==> src/iwr_pkg.sv <==
// iwr_pkg: constants shared by the two-wire wiper register slave.
// assumes a single core clock domain; scl and sda are sampled pins.
`default_nettype none

package iwr_pkg;

  localparam int unsigned IWR_ADDR_W = 7;
  localparam int unsigned IWR_WIPER_W = 7;
  localparam int unsigned IWR_BYTE_W = 8;
  localparam int unsigned IWR_CNT_W = 4;
  localparam logic [IWR_CNT_W-1:0] IWR_ACK_BIT = 4'h8;
  localparam logic [IWR_CNT_W-1:0] IWR_CNT_RST = 4'h0;
  localparam logic [IWR_ADDR_W-1:0] IWR_ADDR_DEFAULT = 7'h2e;
  localparam logic [IWR_WIPER_W-1:0] IWR_WIPER_RST = 7'h40;
  localparam logic [1:0] IWR_SYNC_RST = 2'h3;
  localparam logic IWR_DIR_WRITE = 1'b0;
  localparam logic IWR_DIR_READ = 1'b1;

  typedef enum logic [2:0] {
    IWR_IDLE,
    IWR_ADDR,
    IWR_ADDR_ACK,
    IWR_WR_DATA,
    IWR_WR_ACK,
    IWR_RD_DATA,
    IWR_RD_ACK
  } iwr_state_e;

endpackage : iwr_pkg

`default_nettype wire

==> src/iwr_pin_sync.sv <==
// iwr_pin_sync: two-flop synchroniser for one pin plus edge detection.
// assumes the pin is asynchronous to clk and idles high (pulled up bus).
`default_nettype none

module iwr_pin_sync
  import iwr_pkg::*;
(
  input wire logic core_clk, // core clock
  input wire logic sys_rst, // synchronous reset, active high
  input wire logic pin_i, // raw pin level
  output logic level_o, // synchronised level
  output logic rise_o, // one-cycle pulse on rising edge
  output logic fall_o // one-cycle pulse on falling edge
);

  logic [1:0] sync_q;
  logic [1:0] sync_d;
  logic prev_q;
  logic prev_d;

  always_comb begin
    sync_d = {sync_q[0], pin_i};
    prev_d = sync_q[1];
  end

  // only sync_q[1] feeds logic; the first stage is read by nothing else
  always_ff @(posedge core_clk) begin
    if (sys_rst) begin
      sync_q <= IWR_SYNC_RST;
      prev_q <= 1'b1;
    end else begin
      sync_q <= sync_d;
      prev_q <= prev_d;
    end
  end

  assign level_o = sync_q[1];
  assign rise_o = sync_q[1] & ~prev_q;
  assign fall_o = ~sync_q[1] & prev_q;

endmodule // iwr_pin_sync

`default_nettype wire

==> src/iwr_shifter.sv <==
// iwr_shifter: eight-bit shift register with a bit counter for one byte.
// assumes sample and clear pulses come from the same core clock domain.
`default_nettype none

module iwr_shifter
  import iwr_pkg::*;
(
  input wire logic core_clk, // core clock
  input wire logic sys_rst, // synchronous reset, active high
  input wire logic clear_i, // restart the byte, drop partial bits
  input wire logic sample_i, // shift in one bit (scl rising)
  input wire logic bit_i, // bit to shift in
  input wire logic adv_i, // advance bit count (scl falling)
  output logic [iwr_pkg::IWR_BYTE_W-1:0] byte_o, // shifted byte, msb first
  output logic [iwr_pkg::IWR_CNT_W-1:0] cnt_o // bits completed in this slot
);

  logic [IWR_BYTE_W-1:0] sh_q;
  logic [IWR_BYTE_W-1:0] sh_d;
  logic [IWR_CNT_W-1:0] cnt_q;
  logic [IWR_CNT_W-1:0] cnt_d;

  always_comb begin
    sh_d = sh_q;
    cnt_d = cnt_q;
    if (clear_i) begin
      cnt_d = IWR_CNT_RST;
    end else begin
      if (sample_i && cnt_q < IWR_ACK_BIT) begin
        sh_d = {sh_q[IWR_BYTE_W-2:0], bit_i}; // msb arrives first
      end
      if (adv_i) begin
        cnt_d = (cnt_q == IWR_ACK_BIT) ? IWR_CNT_RST : cnt_q + 4'h1;
      end
    end
  end

  always_ff @(posedge core_clk) begin
    if (sys_rst) begin
      sh_q <= '0;
      cnt_q <= IWR_CNT_RST;
    end else begin
      sh_q <= sh_d;
      cnt_q <= cnt_d;
    end
  end

  assign byte_o = sh_q;
  assign cnt_o = cnt_q;

endmodule // iwr_shifter

`default_nettype wire

==> src/iwr_wiper_slave.sv <==
// iwr_wiper_slave: two-wire bus slave holding the 7-bit wiper register.
// assumes scl and sda come from pins with an external pull-up; the core clock
// runs well above scl so every scl edge is seen after synchronisation.
// each scl phase must last at least four core cycles; the wiper is a plain
// register, so a loss of power brings it back to midscale.
`default_nettype none

module iwr_wiper_slave
  import iwr_pkg::*;
#(
  parameter logic [iwr_pkg::IWR_ADDR_W-1:0] BUS_ADDR = iwr_pkg::IWR_ADDR_DEFAULT // fixed address
)
(
  input wire logic core_clk, // core clock, 250 mhz
  input wire logic sys_rst, // synchronous reset, active high
  input wire logic scl_i, // serial clock pin level
  input wire logic sda_i, // serial data pin level
  output logic sda_o, // serial data drive value, always low
  output logic sda_oe, // high while pulling sda low
  output logic [iwr_pkg::IWR_WIPER_W-1:0] wiper_o, // wiper code to the ladder
  output logic wiper_upd_o // one-cycle pulse when wiper is loaded
);

  //////////////////////////////////////////////////////////////////////////
  // pin synchronisers and bus conditions

  logic scl_lvl;
  logic scl_rise;
  logic scl_fall;
  logic sda_lvl;
  logic sda_rise;
  logic sda_fall;
  logic start_ev;
  logic stop_ev;

  iwr_pin_sync u_scl_sync (
    .core_clk(core_clk),
    .sys_rst(sys_rst),
    .pin_i(scl_i),
    .level_o(scl_lvl),
    .rise_o(scl_rise),
    .fall_o(scl_fall)
  );

  iwr_pin_sync u_sda_sync (
    .core_clk(core_clk),
    .sys_rst(sys_rst),
    .pin_i(sda_i),
    .level_o(sda_lvl),
    .rise_o(sda_rise),
    .fall_o(sda_fall)
  );

  // sda edges while scl is high are conditions, never data
  assign start_ev = sda_fall & scl_lvl;
  assign stop_ev = sda_rise & scl_lvl;

  //////////////////////////////////////////////////////////////////////////
  // byte shifter

  logic [IWR_BYTE_W-1:0] rx_byte;
  logic [IWR_CNT_W-1:0] bit_cnt;
  iwr_state_e state_q;
  iwr_state_e state_d;
  logic shift_clear;

  // a start or stop restarts the bit count, so partial bytes vanish
  assign shift_clear = start_ev | stop_ev | (state_q == IWR_IDLE);

  logic lead_q;
  logic lead_d;
  logic shift_adv;

  // the scl fall that closes a start has no rising edge before it, so it
  // must not count as a bit, or the address would land one bit early
  always_comb begin
    lead_d = lead_q;
    if (start_ev) begin
      lead_d = 1'b1;
    end else if (stop_ev || scl_fall) begin
      lead_d = 1'b0;
    end
  end

  always_ff @(posedge core_clk) begin
    if (sys_rst) begin
      lead_q <= 1'b0;
    end else begin
      lead_q <= lead_d;
    end
  end

  assign shift_adv = scl_fall & ~lead_q;

  iwr_shifter u_shifter (
    .core_clk(core_clk),
    .sys_rst(sys_rst),
    .clear_i(shift_clear),
    .sample_i(scl_rise),
    .bit_i(sda_lvl),
    .adv_i(shift_adv),
    .byte_o(rx_byte),
    .cnt_o(bit_cnt)
  );

  //////////////////////////////////////////////////////////////////////////
  // protocol state machine

  logic byte_done;
  logic addr_hit;
  logic [IWR_WIPER_W-1:0] wiper_q;
  logic [IWR_WIPER_W-1:0] wiper_d;
  logic upd_q;
  logic upd_d;
  logic [IWR_BYTE_W-1:0] tx_q;
  logic [IWR_BYTE_W-1:0] tx_d;
  logic drive_q;
  logic drive_d;
  logic master_ack;

  // the eighth scl falling edge closes the data bits of a byte
  assign byte_done = scl_fall & (bit_cnt == IWR_ACK_BIT - 4'h1);
  logic [IWR_ADDR_W-1:0] addr_bit_ok;
  // one comparator per address bit; the direction bit sits below them
  for (genvar g = 0; g < IWR_ADDR_W; g++) begin : g_addr
    assign addr_bit_ok[g] = (rx_byte[g+1] == BUS_ADDR[g]);
  end
  assign addr_hit = &addr_bit_ok;
  // master ack sampled at the ninth rising edge: low means continue
  assign master_ack = ~sda_lvl;

  logic tx_load;
  logic tx_shift;
  logic wr_load;
  logic dir_q;
  logic dir_d;

  // direction latched with the address so nothing in the ack slot can disturb it
  always_comb begin
    dir_d = dir_q;
    if (state_q == IWR_ADDR && byte_done) begin
      dir_d = rx_byte[0];
    end
  end

  always_ff @(posedge core_clk) begin
    if (sys_rst) begin
      dir_q <= IWR_DIR_WRITE;
    end else begin
      dir_q <= dir_d;
    end
  end

  always_comb begin
    state_d = state_q;
    wr_load = 1'b0;
    tx_load = 1'b0;
    tx_shift = 1'b0;
    drive_d = drive_q;
    if (start_ev) begin
      state_d = IWR_ADDR;
      drive_d = 1'b0;
    end else if (stop_ev) begin
      state_d = IWR_IDLE;
      drive_d = 1'b0;
    end else begin
      unique case (state_q)
        IWR_IDLE: begin
          drive_d = 1'b0;
        end
        IWR_ADDR: begin
          if (byte_done) begin
            if (addr_hit) begin
              state_d = IWR_ADDR_ACK;
              drive_d = 1'b1;
            end else begin
              state_d = IWR_IDLE;
            end
          end
        end
        IWR_ADDR_ACK: begin
          if (scl_fall) begin
            if (dir_q == IWR_DIR_READ) begin
              state_d = IWR_RD_DATA;
              tx_load = 1'b1;
              drive_d = 1'b1; // a read byte always opens with a zero
            end else begin
              state_d = IWR_WR_DATA;
              drive_d = 1'b0;
            end
          end
        end
        IWR_WR_DATA: begin
          if (byte_done) begin
            wr_load = 1'b1;
            state_d = IWR_WR_ACK;
            drive_d = 1'b1;
          end
        end
        IWR_WR_ACK: begin
          if (scl_fall) begin
            state_d = IWR_WR_DATA;
            drive_d = 1'b0;
          end
        end
        IWR_RD_DATA: begin
          // drive the next bit on each falling edge, held while scl high
          if (scl_fall) begin
            if (bit_cnt == IWR_ACK_BIT - 4'h1) begin
              state_d = IWR_RD_ACK;
              drive_d = 1'b0;
            end else begin
              tx_shift = 1'b1;
              drive_d = ~tx_q[IWR_BYTE_W-2];
            end
          end
        end
        IWR_RD_ACK: begin
          if (scl_rise && !master_ack) begin
            state_d = IWR_IDLE;
          end else if (scl_fall) begin
            state_d = IWR_RD_DATA;
            tx_load = 1'b1;
            drive_d = 1'b1;
          end
        end
      endcase
    end
  end

  always_ff @(posedge core_clk) begin
    if (sys_rst) begin
      state_q <= IWR_IDLE;
      drive_q <= 1'b0;
    end else begin
      state_q <= state_d;
      drive_q <= drive_d;
    end
  end

  //////////////////////////////////////////////////////////////////////////
  // read-back byte: loaded with the wiper for each read byte, shifted per bit

  always_comb begin
    tx_d = tx_q;
    if (tx_load) begin
      tx_d = {1'b0, wiper_q};
    end else if (tx_shift) begin
      tx_d = {tx_q[IWR_BYTE_W-2:0], 1'b0};
    end
  end

  always_ff @(posedge core_clk) begin
    if (sys_rst) begin
      tx_q <= '0;
    end else begin
      tx_q <= tx_d;
    end
  end

  //////////////////////////////////////////////////////////////////////////
  // wiper register: loads only on a whole data byte, so a cut byte never lands

  always_comb begin
    wiper_d = wiper_q;
    upd_d = 1'b0;
    if (wr_load) begin
      wiper_d = rx_byte[IWR_WIPER_W-1:0];
      upd_d = 1'b1;
    end
  end

  always_ff @(posedge core_clk) begin
    if (sys_rst) begin
      wiper_q <= IWR_WIPER_RST;
      upd_q <= 1'b0;
    end else begin
      wiper_q <= wiper_d;
      upd_q <= upd_d;
    end
  end

  //////////////////////////////////////////////////////////////////////////
  // outputs: open-drain, so only a low is ever driven

  assign sda_o = 1'b0;
  assign sda_oe = drive_q;
  assign wiper_o = wiper_q;
  assign wiper_upd_o = upd_q;

endmodule // iwr_wiper_slave

`default_nettype wire

==> config.mk <==
export PLATFORM = sky130hd
export DESIGN_NAME = iwr_wiper_slave
export DESIGN_NICKNAME = d
export VERILOG_FILES = /design/src/iwr_pkg.sv /design/src/iwr_pin_sync.sv /design/src/iwr_shifter.sv /design/src/iwr_wiper_slave.sv
export SDC_FILE = /design/constraint.sdc
export NUM_CORES = 1
export LEC_CHECK = 0
export ABC_AREA = 1
export BUFFER_PORTS_ARGS = -buffer_cell sky130_fd_sc_hd__buf_2
export CORE_MARGIN = 5
export CORE_UTILIZATION = 39
export DETAILED_ROUTE_END_ITERATION = 16
export PLACE_DENSITY_LB_ADDON = 0.2
export SKIP_CTS_REPAIR_TIMING = 1
export SLEW_MARGIN = 10
export SYNTH_ARGS = -nofsm -noshare
export SYNTH_HDL_FRONTEND = slang
export SYNTH_SLANG_ARGS = --single-unit
==> constraint.sdc <==
create_clock -name core_clk -period 2.5 [get_ports core_clk]
set_input_delay 0.375 -clock core_clk [delete_from_list [all_inputs] [get_ports core_clk]]
set_output_delay 0.375 -clock core_clk [all_outputs]
set_load 0.01 [all_outputs]
# After elaboration in Yosys (flattened, before gate mapping)
# Index checks and enable logic that the tools add are counted.
dict set report op_classes {
  add_sub_neg 1
  magnitude_cmp 1
  n_eq_ne 25
  mux 45
  bitwise_logic 20
  reduce_logical 16
}
# operator n
set ops {}
lappend ops {{$mux 1} 29}
lappend ops {{$mux 3} 9}
lappend ops {{$ne 4x4->1 const B} 6}
lappend ops {{$reduce_and 8->1} 3}
lappend ops {{$ne 2x2->1 const B} 9}
lappend ops {{$pmux 3 s6} 1}
lappend ops {{$mux 7} 2}
lappend ops {{$not 1->1} 10}
lappend ops {{$eq 3x3->1 const B} 3}
lappend ops {{$and 1x1->1} 8}
lappend ops {{$reduce_bool 8->1} 1}
lappend ops {{$pmux 1 s7} 1}
lappend ops {{$reduce_and 7->1} 1}
lappend ops {{$eq 3x2->1 const B} 2}
lappend ops {{$reduce_bool 6->1} 1}
lappend ops {{$ne 5x5->1 const B} 1}
lappend ops {{$add 4x1->4 const B} 1}
lappend ops {{$eq 4x3->1 const B} 1}
lappend ops {{$eq 4x4->1 const B} 1}
lappend ops {{$lt 4x4->1 const B} 1}
lappend ops {{$mux 4} 1}
lappend ops {{$reduce_bool 2->1} 2}
lappend ops {{$eq 3x1->1 const B} 1}
lappend ops {{$logic_and 1x1->1} 3}
lappend ops {{9 further kinds} 10}
dict set report totals {
  regBits 39
  in_bits 4
  output_inout_bits 10
  elab_cells 122
}

# Longest topological paths before layout
dict set report depth {
  ltp_word 8
  mapped_depth 10
  depth_no_buf 10
}

# By module
# A second synthesis with hierarchy kept.
dict set report hier_totals {
  cells_unflattened 276
  hier_area_um2 1908.1
}
# module n_inst cells_per_inst area_per_inst_um2 seq_area_each_um2
set by_module_without_submodules {}
lappend by_module_without_submodules {iwr_wiper_slave 1 170 1161.1 420.4}
lappend by_module_without_submodules {iwr_shifter 1 80 551.8 240.2}
lappend by_module_without_submodules {iwr_pin_sync 2 13 97.6 60.1}

# Least setup slack after synthesis
# OpenSTA, ideal clock, no wires.
dict set report synth_timing {
  path_kind {reg2reg}
  from {register u_shifter.cnt_q[0] (netlist: u_shifter.cnt_o[0])}
  to {register state_q[0]}
  arrival_ns 1.299
  required_ns 2.385
  setup_slack_ns 1.086
  stages_incl_launch_ff 9
  cell_sequence {dfxtp_1 > ha_1 > nand3_1 > nor2_1 > nor2_1 > nor2_2 > nand2_1 > a21oi_1 > nor2_1}
}
dict set report synth_via {
  elab_chain_cells 4
  word_cells_on_any_way 6
  classes_between {eq/ne: 4; bitwise: 1; reduce/logical: 1}
}
# element line
set synth_lines {}
lappend synth_lines {{start, declared} iwr_shifter.sv:20} ;# logic [IWR_CNT_W-1:0] cnt_q;
lappend synth_lines {{start signal, assigned} iwr_shifter.sv:44} ;# cnt_q <= cnt_d;
lappend synth_lines {{$eq 4x3->1 *} {iwr_wiper_slave.sv:122, iwr_wiper_slave.sv:209}}
lappend synth_lines {{$and 1x1->1} iwr_wiper_slave.sv:122} ;# assign byte_done = scl_fall & (bit_cnt == IWR_ACK_BIT - 4'h1);
lappend synth_lines {{$ne 4x4->1 (no line)} --}
lappend synth_lines {{$reduce_and 8->1 (no line) *} --}
lappend synth_lines {{end signal, assigned} iwr_wiper_slave.sv:236} ;# state_q <= state_d;
lappend synth_lines {{end, declared} iwr_wiper_slave.sv:63} ;# iwr_state_e state_q;
# Every way passes the cells marked *; elsewhere a longest branch is shown, timed or not.
# A chain may end at the register's enable or synchronous reset.

# Worst setup path after layout
dict set report layout_timing {
  from {register u_shifter.cnt_q[0] (netlist: u_shifter.cnt_o[0])}
  to {register wiper_q[3] (netlist: wiper_o[3])}
}
dict set report layout_via {
  elab_chain_cells 6
}
# element line
set layout_lines {}
lappend layout_lines {{$eq 4x3->1} iwr_wiper_slave.sv:122}
lappend layout_lines {{$and 1x1->1} iwr_wiper_slave.sv:122}
lappend layout_lines {{$mux 1} iwr_wiper_slave.sv:194} ;# if (byte_done) begin
lappend layout_lines {{$mux 1} iwr_wiper_slave.sv:167} ;# unique case (state_q)
lappend layout_lines {{$mux 1} iwr_wiper_slave.sv:163} ;# end else if (stop_ev) begin
lappend layout_lines {{$mux 1} iwr_wiper_slave.sv:160} ;# if (start_ev) begin
lappend layout_lines {{end signal, assigned} iwr_wiper_slave.sv:278} ;# wiper_q <= wiper_d;
lappend layout_lines {{end, declared} iwr_wiper_slave.sv:111} ;# logic [IWR_WIPER_W-1:0] wiper_q;
# Every way passes these cells.

==> metrics.cfg <==
[run_status]
status=completed

[placement]
routabilityCongestion=0.9139
hpwl_mm=2.667
dp_worst_setup_slack_ns=0.8184
portBuffers=12
place_inst=310

[power_and_ir_drop]
peakVddDrop_mv=0.3351
power_density_mw_per_mm2=901.4
leakagePower_nw=0.8790

[yosys]
seq_area_frac_synth_pct=43.58
synth_area_leaders=dfxtp_1, nand2_1, nor2_1
synth.top_cells.by_count=nand2_1, dfxtp_1, nor2_1, inv_1, o21ai_0
synth_edf_count=0
yosysUniqueCellTypes=26
yosysTopAreaCell=dfxtp_1
ys_warn_count=0
syn_area_sq_mm=0.001792
synth_top_area_share_pct=43.58
synth_cells=252
synth_nets=258
avgSynthCellArea_sq_um=7.110
synthMostInstantiatedCell=nand2_1
ys.flop_type=dfxtp_1
ys_ff_latch=39
synthArstFlopShare_pct=0

[routing]
dr.pass1.iters=4
drc=0
vias_per_cell=4.972
wl_per_cell_microns=11.31
wl_mm=3.597
vias=1581
postRouteAntennaNets=0
drt_iter0_markers=133

[cells_and_area]
layout-drive-gt1-share_pct=13.53
stdcell_count=318
diodes=0
finalNetCount=271
fill_cells=460
synthToLayoutAreaGrowth_pct=12.08

[timing]
finClkSkew_ns=0.005458
max_freq_mhz=592.2
layout_setup_ws_ns=0.8113
finalSetupViolCount=0
slew_headroom_pct=62.57
period_share_pct=67.55
slew_viol_final=0
hold_violations=0
grt_setup_unrepaired=no
worst_pin_slew_ns=0.5609
post-route-min-period_ns=1.689
setup_tns_ns=0

[floorplan]
die_height_microns=77.78
initial_utilization_pct=40.59
core-area_sq_mm=0.004414
die_w_microns=77.78
rows=24
io_pins=14
die-area_sq_mm=0.006050

[clock_tree]
path_clk_slew_ns=0.08
h-tree-depth=2
insertion_delay_ns=0.29
numClockSinks=39
cts_buffers=5
cts_tree=yes
clockBufferDepth=2
ctsRootBufferMaster=clkbuf_8

[grt]
grt_overflow=0
grt_usage_pct=12.96
antenna_found_initial=0
grt_first_pass_wirelength_mm=6.361
grt_pass1_vias=1446
grt_max_degree=22

[critical_path]
start_kind=register
cp-end-kind=register
crit_slowest_cell=dfxtp_1
arrival_ns=1.86
critical_path_class=reg -> reg
path_max_fanout=14
slowest_delay_ns=0.37
crit_required_ns=2.67
cp_cell_sequence=ha_1 > nand3_1 > nor2_1 > nand2_1 > o21ai_0 > a21oi_1

[flow_run]
maxCapViolCount=0

[hold_path]
hold_path_class=in -> reg

flip-flops by register name, indices dropped and copies added, names as in the netlist, 2 cells and up:
signal,cells
tx_q,7
state_q,3
u_shifter.cnt_o,4
u_shifter.byte_o,8
wiper_o,7
u_sda_sync.sync_q,2
u_scl_sync.sync_q,2
metrics by stage:
step	total power [mW]	hold WS [ns]	instance area (sq um)	util [%]
2_1_floorplan	1.105	0.3895	1792	-
3_3_place_gp	1.206	0.3915	1876	42.49
3_5_place_dp	1.205	0.3965	1876	42.49
4_1_cts	1.825	0.2542	2008	45.49
5_1_grt	1.927	0.2690	2008	45.49
6_report	1.810	0.2659	2008	45.49
power by group:
group	switching [mW]	total (mW)	internal (mW)	leakage, nW
sequential	0.0587	0.719	0.660	0.316
clock	0.215	0.614	0.399	0.0654
combinational	0.315	0.478	0.163	0.497
total	0.589	1.81	1.22	0.879
worst max-delay path: cells and delay by family, from the launching register on:
family / cells / cell delay, ns
AOI/OAI and AO/OA: 2 / 0.33
adders and majority gates: 1 / 0.20
DFF: 1 / 0.37
and+or+nand+nor: 3 / 0.67
metal layers:
layer	vias to the layer above	share of wire (%)	track usage (%)
met5	-	0	0
met4	0	1.7	6.529
met3	5	6.3	3.935
met2	45	41	19.03
met1	702	51	17.08
li1	829	-	-
layout make-up:
| class | count | area (sq um) | area share, % |
|---|---|---|---|
| clock inverters | 2 | 60.06 | 2.991 |
| inverters | 31 | 116.4 | 5.794 |
| repair buffers | 12 | 60.06 | 2.991 |
| multi-input cells | 176 | 853.3 | 42.49 |
| well taps | 52 | 65.06 | 3.240 |
| flip-flops and latches | 39 | 780.7 | 38.88 |
| clock buffers | 6 | 72.57 | 3.614 |
cell usage in the layout (no fill, tap or decap), drive strengths merged, types with 5 or more instances in the layout:
cell type	count
inv	31
dfxtp	39
o21ai	25
buf	12
nand3	20
nand2	54
clkbuf	6
a21oi	20
nor2	39
or2	5
kinds of logic after synthesis:
family,Yosys count,synth area share [%]
flip-flops,39,43.58
AO/OA/AOI/OAI,47,14.18
XOR/XNOR,1,0.4889
other,1,0.2093
AND/OR/NAND/NOR,125,31.35
adder cells (fa/ha/maj),2,1.396
buffers and inverters,37,8.799
worst paths after layout:
| kind | from | to | slack, ns | cells past startpoint |
|---|---|---|---|---|
| setup / recovery | u_shifter.cnt_o[0] | wiper_o[3] | 0.81 | 6 |
| hold / removal | sda_i | u_sda_sync.sync_q[0] | 0.27 | 2 |
| setup reg to reg | u_shifter.cnt_o[0] | wiper_o[3] | 0.81 | 6 |
| hold reg to reg | u_sda_sync.sync_q[0] | u_sda_sync.sync_q[1] | 0.41 | 1 |
Power figures use the tool's default switching activity.
